==> config.mk <==
export PLATFORM = sky130hd
export DESIGN_NAME = gedh_top
export DESIGN_NICKNAME = d
export VERILOG_FILES = /design/src/rtl/gedh_pkg.sv /design/src/rtl/gedh_top.sv
export VERILOG_INCLUDE_DIRS = /design/src /design/src/rtl
export SDC_FILE = /design/constraint.sdc
export NUM_CORES = 2
export LEC_CHECK = 0
export BUFFER_PORTS_ARGS = -buffer_cell sky130_fd_sc_hd__buf_2
export CAP_MARGIN = 40
export CORE_UTILIZATION = 35
export DETAILED_ROUTE_END_ITERATION = 16
export SLEW_MARGIN = 20
export SYNTH_ARGS = -nofsm -noshare
export SYNTH_HDL_FRONTEND = slang
export SYNTH_SLANG_ARGS = --single-unit
==> constraint.sdc <==
create_clock -name i_core_clk -period 26.5 [get_ports i_core_clk]
set_clock_uncertainty 0.1 [all_clocks]
set_input_delay 3.975 -clock i_core_clk [delete_from_list [all_inputs] [get_ports i_core_clk]]
set_output_delay 3.975 -clock i_core_clk [all_outputs]
set_load 0.03 [all_outputs]
==> src/rtl/gedh_cfg.svh <==
`ifndef GEDH_CFG_SVH
`define GEDH_CFG_SVH

// Register word indices; byte address is four times the index
`define GEDH_IDX_NUM1 10'h12C
`define GEDH_IDX_DEN 10'h12D
`define GEDH_IDX_ENC_OUT 10'h12E
`define GEDH_IDX_HOME_MODE 10'h12F
`define GEDH_IDX_FAST_SPD 10'h130
`define GEDH_IDX_SLOW_SPD 10'h131
`define GEDH_IDX_OFS_REV 10'h132
`define GEDH_IDX_OFS_PULSE 10'h133
`define GEDH_IDX_NUM2 10'h140
`define GEDH_IDX_NUM3 10'h141
`define GEDH_IDX_NUM4 10'h142
`define GEDH_IDX_SCALE_SHIFT 10'h143
`define GEDH_IDX_STATUS 10'h144

// Reset values
`define GEDH_RST_NUM 16'h0001
`define GEDH_RST_DEN 16'h0001
`define GEDH_RST_ENC_OUT 16'h0001
`define GEDH_RST_HOME_MODE 16'h0000
`define GEDH_RST_FAST_SPD 16'h03E8
`define GEDH_RST_SLOW_SPD 16'h0032
`define GEDH_RST_OFS 16'h0000
`define GEDH_RST_SHIFT 16'h0007

// Encoder output scaling
`define GEDH_ENC_LINES 32'd2500
`define GEDH_ENC_DIRECT_BASE 16'd10000
`define GEDH_ENC_SCALE_NUM 32'd128
`define GEDH_OFS_PER_REV 32'sd10000

// Emulated output rate limit: 500 kpps is one pulse per 2000 ns
`define GEDH_CLK_MHZ 20
`define GEDH_ENC_MIN_PERIOD_NS 2000
`define GEDH_ENC_MIN_CYC \
  ((`GEDH_ENC_MIN_PERIOD_NS * `GEDH_CLK_MHZ + 999) / 1000)

`endif

==> src/rtl/gedh_pkg.sv <==
`default_nettype none

package gedh_pkg;
  // Gray codes along search, approach, return, offset, done
  typedef enum logic [2:0] {
    ST_IDLE = 3'h0,
    ST_FAST = 3'h1,
    ST_ZSEEK = 3'h3,
    ST_RETURN = 3'h2,
    ST_OFFSET = 3'h6,
    ST_DONE = 3'h7
  } gedh_state_t;
endpackage

`default_nettype wire

==> src/rtl/gedh_top.sv <==
// Functional notes
// - Mode digit zero emits 2500 divided by the low field per revolution.
// - Mode digit one emits the low field value per revolution.
// - Mode digit sits in ten-thousands; direct settings are 10020 to 12500.
// - Output count is further scaled by 2^7 over 2^shift, shift default 7.
// - Emulated encoder output never exceeds 500 kpps.
// - Search digit picks reference and direction: limits, origin, Z marker.
// - Z digit: reverse to Z, forward to Z, or stop at reference.
// - Trigger digit: off, automatic after power-up, or on start input.
// - Stop digit: return to home point, or stop in forward direction.
// - After origin found with Z digit zero, reverse at slow speed to the nearest Z marker.
// - Reference search runs at the fast homing speed.
// - Final approach runs at the slow homing speed.
// - Revolution offset is signed, within plus or minus 30000.
// - Home lies at reference plus revolutions times 10000 plus pulses.
`include "gedh_cfg.svh"
`timescale 1ns/1ps
`default_nettype none

module gedh_top #(
  parameter int ACC_W = 34,
  parameter int PEND_W = 8
) (
  input wire logic i_core_clk,
  input wire logic i_rst,
  input wire logic [11:0] i_avs_address,
  input wire logic i_avs_read,
  input wire logic i_avs_write,
  input wire logic [31:0] i_avs_writedata,
  input wire logic [3:0] i_avs_byteenable,
  output logic [31:0] o_avs_readdata,
  output logic o_avs_waitrequest,
  input wire logic i_cmd_pulse,
  input wire logic i_cmd_fwd,
  input wire logic [1:0] i_gear_sel,
  output logic o_pos_step,
  output logic o_pos_fwd,
  input wire logic i_enc_pulse,
  output logic o_enc_out_pulse,
  input wire logic i_fwd_limit,
  input wire logic i_rev_limit,
  input wire logic i_origin,
  input wire logic i_zmark,
  input wire logic i_start_homing,
  input wire logic i_fb_pulse,
  output logic o_home_move,
  output logic o_home_fwd,
  output logic [15:0] o_home_speed,
  output logic o_home_done
);

  ////////////////////////////////////////////////////////////////////////////
  logic [15:0] num_ff [4];
  logic [15:0] den_ff, enc_set_ff, hmode_ff, fast_ff, slow_ff;
  logic [15:0] ofs_rev_ff, ofs_pls_ff, shift_ff;
  gedh_pkg::gedh_state_t state_ff, nxt_state;
  logic mode_bad;
  logic [9:0] idx;
  logic req, acc_edge;
  logic [15:0] wmask, rd16;

  assign idx = i_avs_address[11:2];
  assign req = i_avs_read | i_avs_write;
  // Every request waits one cycle, then completes
  assign acc_edge = req & ~o_avs_waitrequest;
  assign wmask = {{8{i_avs_byteenable[1]}}, {8{i_avs_byteenable[0]}}};

  function automatic logic [15:0] merge(input logic [15:0] old,
                                        input logic [31:0] wd,
                                        input logic [15:0] m);
    merge = (old & ~m) | (wd[15:0] & m);
  endfunction

  always_ff @(posedge i_core_clk or posedge i_rst) begin
    if (i_rst) begin
      o_avs_waitrequest <= 1'b1;
    end else begin
      o_avs_waitrequest <= ~(req & o_avs_waitrequest);
    end
  end

  always_comb begin
    rd16 = 16'h0000;
    unique case (idx)
      `GEDH_IDX_NUM1: rd16 = num_ff[0];
      `GEDH_IDX_NUM2: rd16 = num_ff[1];
      `GEDH_IDX_NUM3: rd16 = num_ff[2];
      `GEDH_IDX_NUM4: rd16 = num_ff[3];
      `GEDH_IDX_DEN: rd16 = den_ff;
      `GEDH_IDX_ENC_OUT: rd16 = enc_set_ff;
      `GEDH_IDX_HOME_MODE: rd16 = hmode_ff;
      `GEDH_IDX_FAST_SPD: rd16 = fast_ff;
      `GEDH_IDX_SLOW_SPD: rd16 = slow_ff;
      `GEDH_IDX_OFS_REV: rd16 = ofs_rev_ff;
      `GEDH_IDX_OFS_PULSE: rd16 = ofs_pls_ff;
      `GEDH_IDX_SCALE_SHIFT: rd16 = shift_ff;
      `GEDH_IDX_STATUS: rd16 = {11'h000, mode_bad, o_home_done, state_ff};
      default: rd16 = 16'h0000;
    endcase
  end

  always_ff @(posedge i_core_clk or posedge i_rst) begin
    if (i_rst) begin
      o_avs_readdata <= 32'h0000_0000;
    end else if (i_avs_read & o_avs_waitrequest) begin
      o_avs_readdata <= {16'h0000, rd16};
    end
  end

  always_ff @(posedge i_core_clk or posedge i_rst) begin
    if (i_rst) begin
      for (int i = 0; i < 4; i++) begin
        num_ff[i] <= `GEDH_RST_NUM;
      end
      den_ff <= `GEDH_RST_DEN;
      enc_set_ff <= `GEDH_RST_ENC_OUT;
      hmode_ff <= `GEDH_RST_HOME_MODE;
      fast_ff <= `GEDH_RST_FAST_SPD;
      slow_ff <= `GEDH_RST_SLOW_SPD;
      ofs_rev_ff <= `GEDH_RST_OFS;
      ofs_pls_ff <= `GEDH_RST_OFS;
      shift_ff <= `GEDH_RST_SHIFT;
    end else if (i_avs_write & acc_edge) begin
      unique case (idx)
        `GEDH_IDX_NUM1: num_ff[0] <= merge(num_ff[0], i_avs_writedata, wmask);
        `GEDH_IDX_NUM2: num_ff[1] <= merge(num_ff[1], i_avs_writedata, wmask);
        `GEDH_IDX_NUM3: num_ff[2] <= merge(num_ff[2], i_avs_writedata, wmask);
        `GEDH_IDX_NUM4: num_ff[3] <= merge(num_ff[3], i_avs_writedata, wmask);
        `GEDH_IDX_DEN: den_ff <= merge(den_ff, i_avs_writedata, wmask);
        `GEDH_IDX_ENC_OUT:
          enc_set_ff <= merge(enc_set_ff, i_avs_writedata, wmask);
        `GEDH_IDX_HOME_MODE:
          hmode_ff <= merge(hmode_ff, i_avs_writedata, wmask);
        `GEDH_IDX_FAST_SPD: fast_ff <= merge(fast_ff, i_avs_writedata, wmask);
        `GEDH_IDX_SLOW_SPD: slow_ff <= merge(slow_ff, i_avs_writedata, wmask);
        `GEDH_IDX_OFS_REV:
          ofs_rev_ff <= merge(ofs_rev_ff, i_avs_writedata, wmask);
        `GEDH_IDX_OFS_PULSE:
          ofs_pls_ff <= merge(ofs_pls_ff, i_avs_writedata, wmask);
        `GEDH_IDX_SCALE_SHIFT:
          shift_ff <= merge(shift_ff, i_avs_writedata, wmask);
        default: ;
      endcase
    end
  end

  ////////////////////////////////////////////////////////////////////////////
  // Electronic gear: signed remainder, at most one step out per cycle
  logic signed [ACC_W-1:0] gacc_ff, gsum, gnum, gden;

  always_comb begin
    gnum = ACC_W'($signed({1'b0, num_ff[i_gear_sel]}));
    gden = ACC_W'($signed({1'b0, den_ff}));
    gsum = gacc_ff;
    if (i_cmd_pulse) begin
      gsum = i_cmd_fwd ? gacc_ff + gnum : gacc_ff - gnum;
    end
  end

  always_ff @(posedge i_core_clk or posedge i_rst) begin
    if (i_rst) begin
      gacc_ff <= '0;
      o_pos_step <= 1'b0;
      o_pos_fwd <= 1'b1;
    end else if (gden != '0 && gsum >= gden) begin
      gacc_ff <= gsum - gden;
      o_pos_step <= 1'b1;
      o_pos_fwd <= 1'b1;
    end else if (gden != '0 && gsum <= -gden) begin
      gacc_ff <= gsum + gden;
      o_pos_step <= 1'b1;
      o_pos_fwd <= 1'b0;
    end else begin
      gacc_ff <= gsum;
      o_pos_step <= 1'b0;
    end
  end

  chk_gear_step: assert property (@(posedge i_core_clk) disable iff (i_rst)
    o_pos_step && o_pos_fwd |-> $past(gsum) >= $past(gden))
    else $error("forward step without a full denominator");

  ////////////////////////////////////////////////////////////////////////////
  // Encoder emulation as a rate accumulator: add per input, spend threshold
  localparam int unsigned MIN_CYC = `GEDH_ENC_MIN_CYC;
  logic enc_direct;
  logic [15:0] enc_a;
  logic [3:0] enc_sh;
  logic [31:0] e_add, e_thr, eacc_ff, esum;
  logic [PEND_W-1:0] pend_ff;
  logic [7:0] gap_ff;
  logic e_emit, e_take;

  always_comb begin
    enc_direct = enc_set_ff >= `GEDH_ENC_DIRECT_BASE;
    enc_a = enc_direct ? enc_set_ff - `GEDH_ENC_DIRECT_BASE : enc_set_ff;
    enc_sh = shift_ff[3:0];
    if (enc_direct) begin
      e_add = 32'(enc_a) * `GEDH_ENC_SCALE_NUM;
      e_thr = `GEDH_ENC_LINES << enc_sh;
    end else begin
      e_add = `GEDH_ENC_SCALE_NUM;
      e_thr = 32'(enc_a) << enc_sh;
    end
    esum = i_enc_pulse ? eacc_ff + e_add : eacc_ff;
    e_take = e_thr != 32'h0 && enc_a != 16'h0 && esum >= e_thr
             && pend_ff != '1;
    e_emit = pend_ff != '0 && gap_ff == 8'h00;
  end

  always_ff @(posedge i_core_clk or posedge i_rst) begin
    if (i_rst) begin
      eacc_ff <= 32'h0;
      pend_ff <= '0;
    end else begin
      eacc_ff <= e_take ? esum - e_thr : esum;
      pend_ff <= pend_ff + PEND_W'(e_take) - PEND_W'(e_emit);
    end
  end

  // Output paced to the rate limit; excess is queued, then held in the accumulator when full
  always_ff @(posedge i_core_clk or posedge i_rst) begin
    if (i_rst) begin
      gap_ff <= 8'h00;
      o_enc_out_pulse <= 1'b0;
    end else begin
      o_enc_out_pulse <= e_emit;
      if (e_emit) begin
        gap_ff <= 8'(MIN_CYC - 1);
      end else if (gap_ff != 8'h00) begin
        gap_ff <= gap_ff - 8'h01;
      end
    end
  end

  logic [7:0] since_ff;
  always_ff @(posedge i_core_clk or posedge i_rst) begin
    if (i_rst) begin
      since_ff <= 8'hFF;
    end else if (o_enc_out_pulse) begin
      since_ff <= 8'h01;
    end else if (since_ff != 8'hFF) begin
      since_ff <= since_ff + 8'h01;
    end
  end

  chk_enc_spacing: assert property (@(posedge i_core_clk) disable iff (i_rst)
    o_enc_out_pulse |-> since_ff >= 8'(MIN_CYC))
    else $error("encoder output pulses closer than rate limit");

  ////////////////////////////////////////////////////////////////////////////
  // Homing mode decoded from decimal digits
  logic [3:0] a_code, b_code, c_code, d_code;
  logic search_fwd, ref_hit, z_is_ref, ret_hit, start_rise;
  logic start_d_ff, pwr_pend_ff, start_req;
  logic [31:0] off_cnt_ff;
  logic off_neg;
  logic signed [31:0] ofs_total;
  logic nxt_fwd;
  logic [15:0] nxt_spd;

  always_comb begin
    a_code = 4'(hmode_ff % 16'd10);
    b_code = 4'((hmode_ff / 16'd10) % 16'd10);
    c_code = 4'((hmode_ff / 16'd100) % 16'd10);
    d_code = 4'((hmode_ff / 16'd1000) % 16'd10);
    mode_bad = a_code > 4'h5 || b_code > 4'h2 || c_code > 4'h2
               || d_code > 4'h1 || hmode_ff > 16'd9999
               || (b_code == 4'h2 && a_code < 4'h2);
    search_fwd = ~a_code[0];
    z_is_ref = a_code >= 4'h4;
    unique case (a_code)
      4'h0: ref_hit = i_fwd_limit;
      4'h1: ref_hit = i_rev_limit;
      4'h2, 4'h3: ref_hit = i_origin;
      default: ref_hit = i_zmark;
    endcase
    ret_hit = (!z_is_ref && b_code == 4'h2) ? i_origin : i_zmark;
    start_rise = i_start_homing & ~start_d_ff;
    start_req = !mode_bad && ((c_code == 4'h1 && pwr_pend_ff)
                || (c_code == 4'h2 && start_rise));
    ofs_total = 32'($signed(ofs_rev_ff)) * `GEDH_OFS_PER_REV
                + 32'($signed(ofs_pls_ff));
    off_neg = ofs_total[31];
  end

  // Automatic start is armed once per reset, i.e. per power-up
  always_ff @(posedge i_core_clk or posedge i_rst) begin
    if (i_rst) begin
      pwr_pend_ff <= 1'b1;
      start_d_ff <= 1'b0;
    end else begin
      start_d_ff <= i_start_homing;
      if (state_ff != gedh_pkg::ST_IDLE) begin
        pwr_pend_ff <= 1'b0;
      end
    end
  end

  always_comb begin
    nxt_state = state_ff;
    nxt_fwd = o_home_fwd;
    nxt_spd = o_home_speed;
    unique case (state_ff)
      gedh_pkg::ST_IDLE, gedh_pkg::ST_DONE: begin
        if (start_req) begin
          nxt_state = gedh_pkg::ST_FAST;
          nxt_fwd = search_fwd;
          nxt_spd = fast_ff;
        end
      end
      gedh_pkg::ST_FAST, gedh_pkg::ST_ZSEEK: begin
        if (state_ff == gedh_pkg::ST_FAST && ref_hit && !z_is_ref
            && b_code != 4'h2) begin
          nxt_state = gedh_pkg::ST_ZSEEK;
          nxt_fwd = b_code == 4'h0 ? ~o_home_fwd : o_home_fwd;
          nxt_spd = slow_ff;
        end else if ((state_ff == gedh_pkg::ST_FAST && ref_hit)
                     || (state_ff == gedh_pkg::ST_ZSEEK && i_zmark)) begin
          nxt_spd = slow_ff;
          if (d_code == 4'h0) begin
            nxt_state = gedh_pkg::ST_RETURN;
            nxt_fwd = ~o_home_fwd;
          end else begin
            nxt_state = gedh_pkg::ST_OFFSET;
            nxt_fwd = ~off_neg;
          end
        end
      end
      gedh_pkg::ST_RETURN: begin
        if (ret_hit) begin
          nxt_state = gedh_pkg::ST_OFFSET;
          nxt_fwd = ~off_neg;
        end
      end
      gedh_pkg::ST_OFFSET: begin
        if (off_cnt_ff == 32'h0) begin
          nxt_state = gedh_pkg::ST_DONE;
          nxt_spd = 16'h0000;
        end
      end
      default: begin
        nxt_state = gedh_pkg::ST_IDLE;
        nxt_spd = 16'h0000;
      end
    endcase
  end

  always_ff @(posedge i_core_clk or posedge i_rst) begin
    if (i_rst) begin
      state_ff <= gedh_pkg::ST_IDLE;
      o_home_fwd <= 1'b1;
      o_home_speed <= 16'h0000;
      o_home_move <= 1'b0;
      o_home_done <= 1'b0;
    end else begin
      state_ff <= nxt_state;
      o_home_fwd <= nxt_fwd;
      o_home_speed <= nxt_spd;
      o_home_move <= nxt_state != gedh_pkg::ST_IDLE
                     && nxt_state != gedh_pkg::ST_DONE;
      o_home_done <= nxt_state == gedh_pkg::ST_DONE;
    end
  end

  // Offset distance in feedback pulses, loaded at start
  always_ff @(posedge i_core_clk or posedge i_rst) begin
    if (i_rst) begin
      off_cnt_ff <= 32'h0;
    end else if (state_ff != gedh_pkg::ST_OFFSET && start_req) begin
      off_cnt_ff <= off_neg ? 32'(-ofs_total) : ofs_total;
    end else if (state_ff == gedh_pkg::ST_OFFSET && i_fb_pulse
                 && off_cnt_ff != 32'h0) begin
      off_cnt_ff <= off_cnt_ff - 32'h1;
    end
  end

  chk_fast_speed: assert property (@(posedge i_core_clk) disable iff (i_rst)
    state_ff == gedh_pkg::ST_FAST |-> o_home_speed == fast_ff)
    else $error("search not at fast speed");

  chk_slow_speed: assert property (@(posedge i_core_clk) disable iff (i_rst)
    state_ff inside {gedh_pkg::ST_ZSEEK, gedh_pkg::ST_RETURN}
    |-> o_home_speed == slow_ff)
    else $error("approach not at slow speed");

  chk_search_dir: assert property (@(posedge i_core_clk) disable iff (i_rst)
    state_ff == gedh_pkg::ST_FAST |-> o_home_fwd == search_fwd)
    else $error("search direction wrong");

  chk_trigger_off: assert property (@(posedge i_core_clk) disable iff (i_rst)
    state_ff == gedh_pkg::ST_IDLE && c_code == 4'h0
    |=> state_ff == gedh_pkg::ST_IDLE && !o_home_move)
    else $error("homing started while disabled");

  chk_z_reverse: assert property (@(posedge i_core_clk) disable iff (i_rst)
    $rose(state_ff == gedh_pkg::ST_ZSEEK) && b_code == 4'h0
    |-> o_home_fwd != $past(o_home_fwd))
    else $error("Z seek did not reverse");

  chk_stop_return: assert property (@(posedge i_core_clk) disable iff (i_rst)
    $rose(state_ff == gedh_pkg::ST_RETURN) |-> d_code == 4'h0)
    else $error("return entered with stop code one");

  chk_offset_done: assert property (@(posedge i_core_clk) disable iff (i_rst)
    state_ff == gedh_pkg::ST_OFFSET && off_cnt_ff == 32'h0
    |=> o_home_done && !o_home_move)
    else $error("offset reached but homing not done");

endmodule // gedh_top

`default_nettype wire

==> impl_results.md <==
- DIE WIDTH: 320 µm
- GR peak layer: met2
- Via density: 5.80
- DR iter-0 viols: 2899
- Hold path endpoint: gap_ff[3]
- Antenna violations before repair: 7
- Layout cell share with drive strength beyond 1: 0.141
- Max stage delay cell, worst path: o311ai_1
- Mapped Cells: 4097
- Internal: 1.52 mW
- Yosys Warn Count: 0
- Yosys cell types: 134
- CTS tree: done
- First drt pass iteration count: 8
- Antenna viol nets, final: 0
- Combinational power share: 0.481
- Required time of the critical path: 26880 ps
- Layout overhead on the synthesized area: 9.33%
- Grt met2 use: 0.313
- Outcome: finished clean
- Synthesized area: 0.0353 mm²
- VDD IR-drop max: 72.6 µV
- Worst hold margin: 380 ps
- Io pins: 118
- R2r setup slk: 14700 ps
- RR Endpoint: o_home_speed[10]
- Fin cells: 5418
- Worst path buffer plus inverter count: 2
- Total grt overflow: 0
- Vias in the first global route: 29200
- TritonCTS Buffers: 41
- Register area share after synthesis: 0.249
- H-Tree Level Count: 2
- WP data arrival: 13620 ps
- Main flop type after synthesis: dfrtp_1
- DIE HEIGHT: 320 µm
- Clock Pin Slew Worst Setup and Hold Paths: 70 ps
- FF+latch count, synth: 350
- Gpl congestion: 0.917
- Share of the synthesized area in the top cell type: 0.232
- Top-count cell post-synth: dfrtp_1
- Pleak: 17.7 nW
- GR Util met1: 0.293
- Placed Cells: 5329
- Max incr delay on CP: 740 ps
- Startpoint class of the critical path: input pin
- Delay-heaviest family, CP: compound AO/OA/AOI/OAI gates
- Clk Latency, worst-skew pair: 590 ps
- Number of remaining DRC errors: 0
- Setup violators final: 0
- Post-CTS Setup Bufs: 0
- Max_slew headroom: 0.376
- DP Wirelength: 80.3 mm
- RSZ-0062 raised after global routing: false
- Seq pwr share: 0.269
- GRT Total Usage: 0.202
- Final nets: 4491
- Crit path kind: in -> reg
- Cells on worst reg2reg path: 38
- Routed WL: 106 mm
- Port-buffer cells: 81
- Net switching power: 1.06 mW
- Worst Slack Setup Final: 13260 ps
- Worst hold-check path type: reg -> reg
- Die area: 0.102 mm²
- PostCTS Resize Cnt: 0
- Bufs on Longest Clock Path: 3
- Hold Fails Final Rpt: 0
- Max-cap violations: 0
- Switch share: 0.411
- Initial Util: 0.353
- PwrDens: 66.9 mW/mm²
- Fin util: 0.386
- Vias: 31400
- Met3 demand-to-capacity share in global routing: 0.0247
- Routed len/inst: 19.5 µm
- Clk sinks: 350
- Place WS: 12800 ps
- Hold Path Stages: 1
- First-pass GRT wire length: 166 mm
- Min Tclk post-route: 13240 ps
- Top post-synthesis cells by count: dfrtp_1, nor2_1, ha_1
- Placed Instance Area: 0.0369 mm²
- Setup_tns: 0 ps
- Yosys top cell by area: dfrtp_1
- CTS Hold Bufs: 0
- Hold_sp: gap_ff[3]
- Number of flops mapped to enable cells by yosys: 0
- Async SR Flop Fraction: 1.00
- Slew Viols, Final: 0
- CP Capture Type: register
- Core ar.: 0.100 mm²
- Total power: 2.58 mW
- Number of core rows: 116
- Syn Area/Cell: 8.62 µm²
- Root Buffer: clkbuf_16
- Fmax: 75.5 MHz
- Largest cells by area after synthesis: dfrtp_1, ha_1, mux2_2
- Crit Path Max Fanout: 16
- Largest net degree at the start of global routing: 108
- Tcrit/Tclk final: 0.500
- Post-route cell area: 0.0386 mm²
- Clock network power share: 0.250
- Slew @ Worst Pin: 912 ps
placed cells by master (no fill, tap or decap), drive strengths merged, types with 61 or more instances in the layout:
cell	count
nor2	306
ha	292
dfrtp	328
a21o	72
a22oi	69
o21ai	202
nand2	280
xor2	69
buf	141
o21bai	61
xnor2	177
mux2	227
nor3	118
nand3	96
inv	297
a21oi	287
worst max-delay path by stage:
stage                     cells after the start     startpoint  slack [ps]           to
final                                        35  i_gear_sel[0]       13260  gacc_ff[30]
after global routing                         35  i_gear_sel[0]       12360  gacc_ff[28]
after CTS                                    40  i_gear_sel[0]       13340  gacc_ff[30]
after detailed placement                     40  i_gear_sel[0]       12800  gacc_ff[30]
after global placement                       40  i_gear_sel[0]       12810  gacc_ff[32]
after floorplan                               1          i_rst       12750    async pin
layer usage:
metal | vias up | part of all wire
li1 | 15100 | -
met1 | 15200 | 0.47
met2 | 981 | 0.44
met3 | 174 | 0.066
met4 | 8 | 0.023
met5 | - | 0.00054
cells by family after synthesis:
kind of cell,count (synthesis),share of synthesized area
AOI/OAI and AO/OA,1178,0.232
DFF,350,0.249
adders and majority gates,347,0.134
xor gates and xnor gates,246,0.0622
other,2,0.000213
and+or+nand+nor,1161,0.162
muxes,298,0.101
buffers and inverters,515,0.0589
area by class of cell:
cell class,count,area [µm²]
clock inverters,22,349
multi-input cells,3248,24500
well taps,1298,1620
fillers,9943,61400
clock buffers,54,1170
diodes,2,5.00
inverters,297,1120
flip-flops and latches,350,8790
repair buffers,147,1010
power by group through the flow:
stage	Clock, mW	Combinational (mW)	Sequential (mW)
after floorplan	0	0.983	0.684
after global placement	0	1.21	0.702
after detailed placement	0	1.23	0.704
after CTS	0.657	1.24	0.694
after global routing	0.675	1.39	0.706
final	0.645	1.24	0.696
Power figures use the tool's default switching activity.
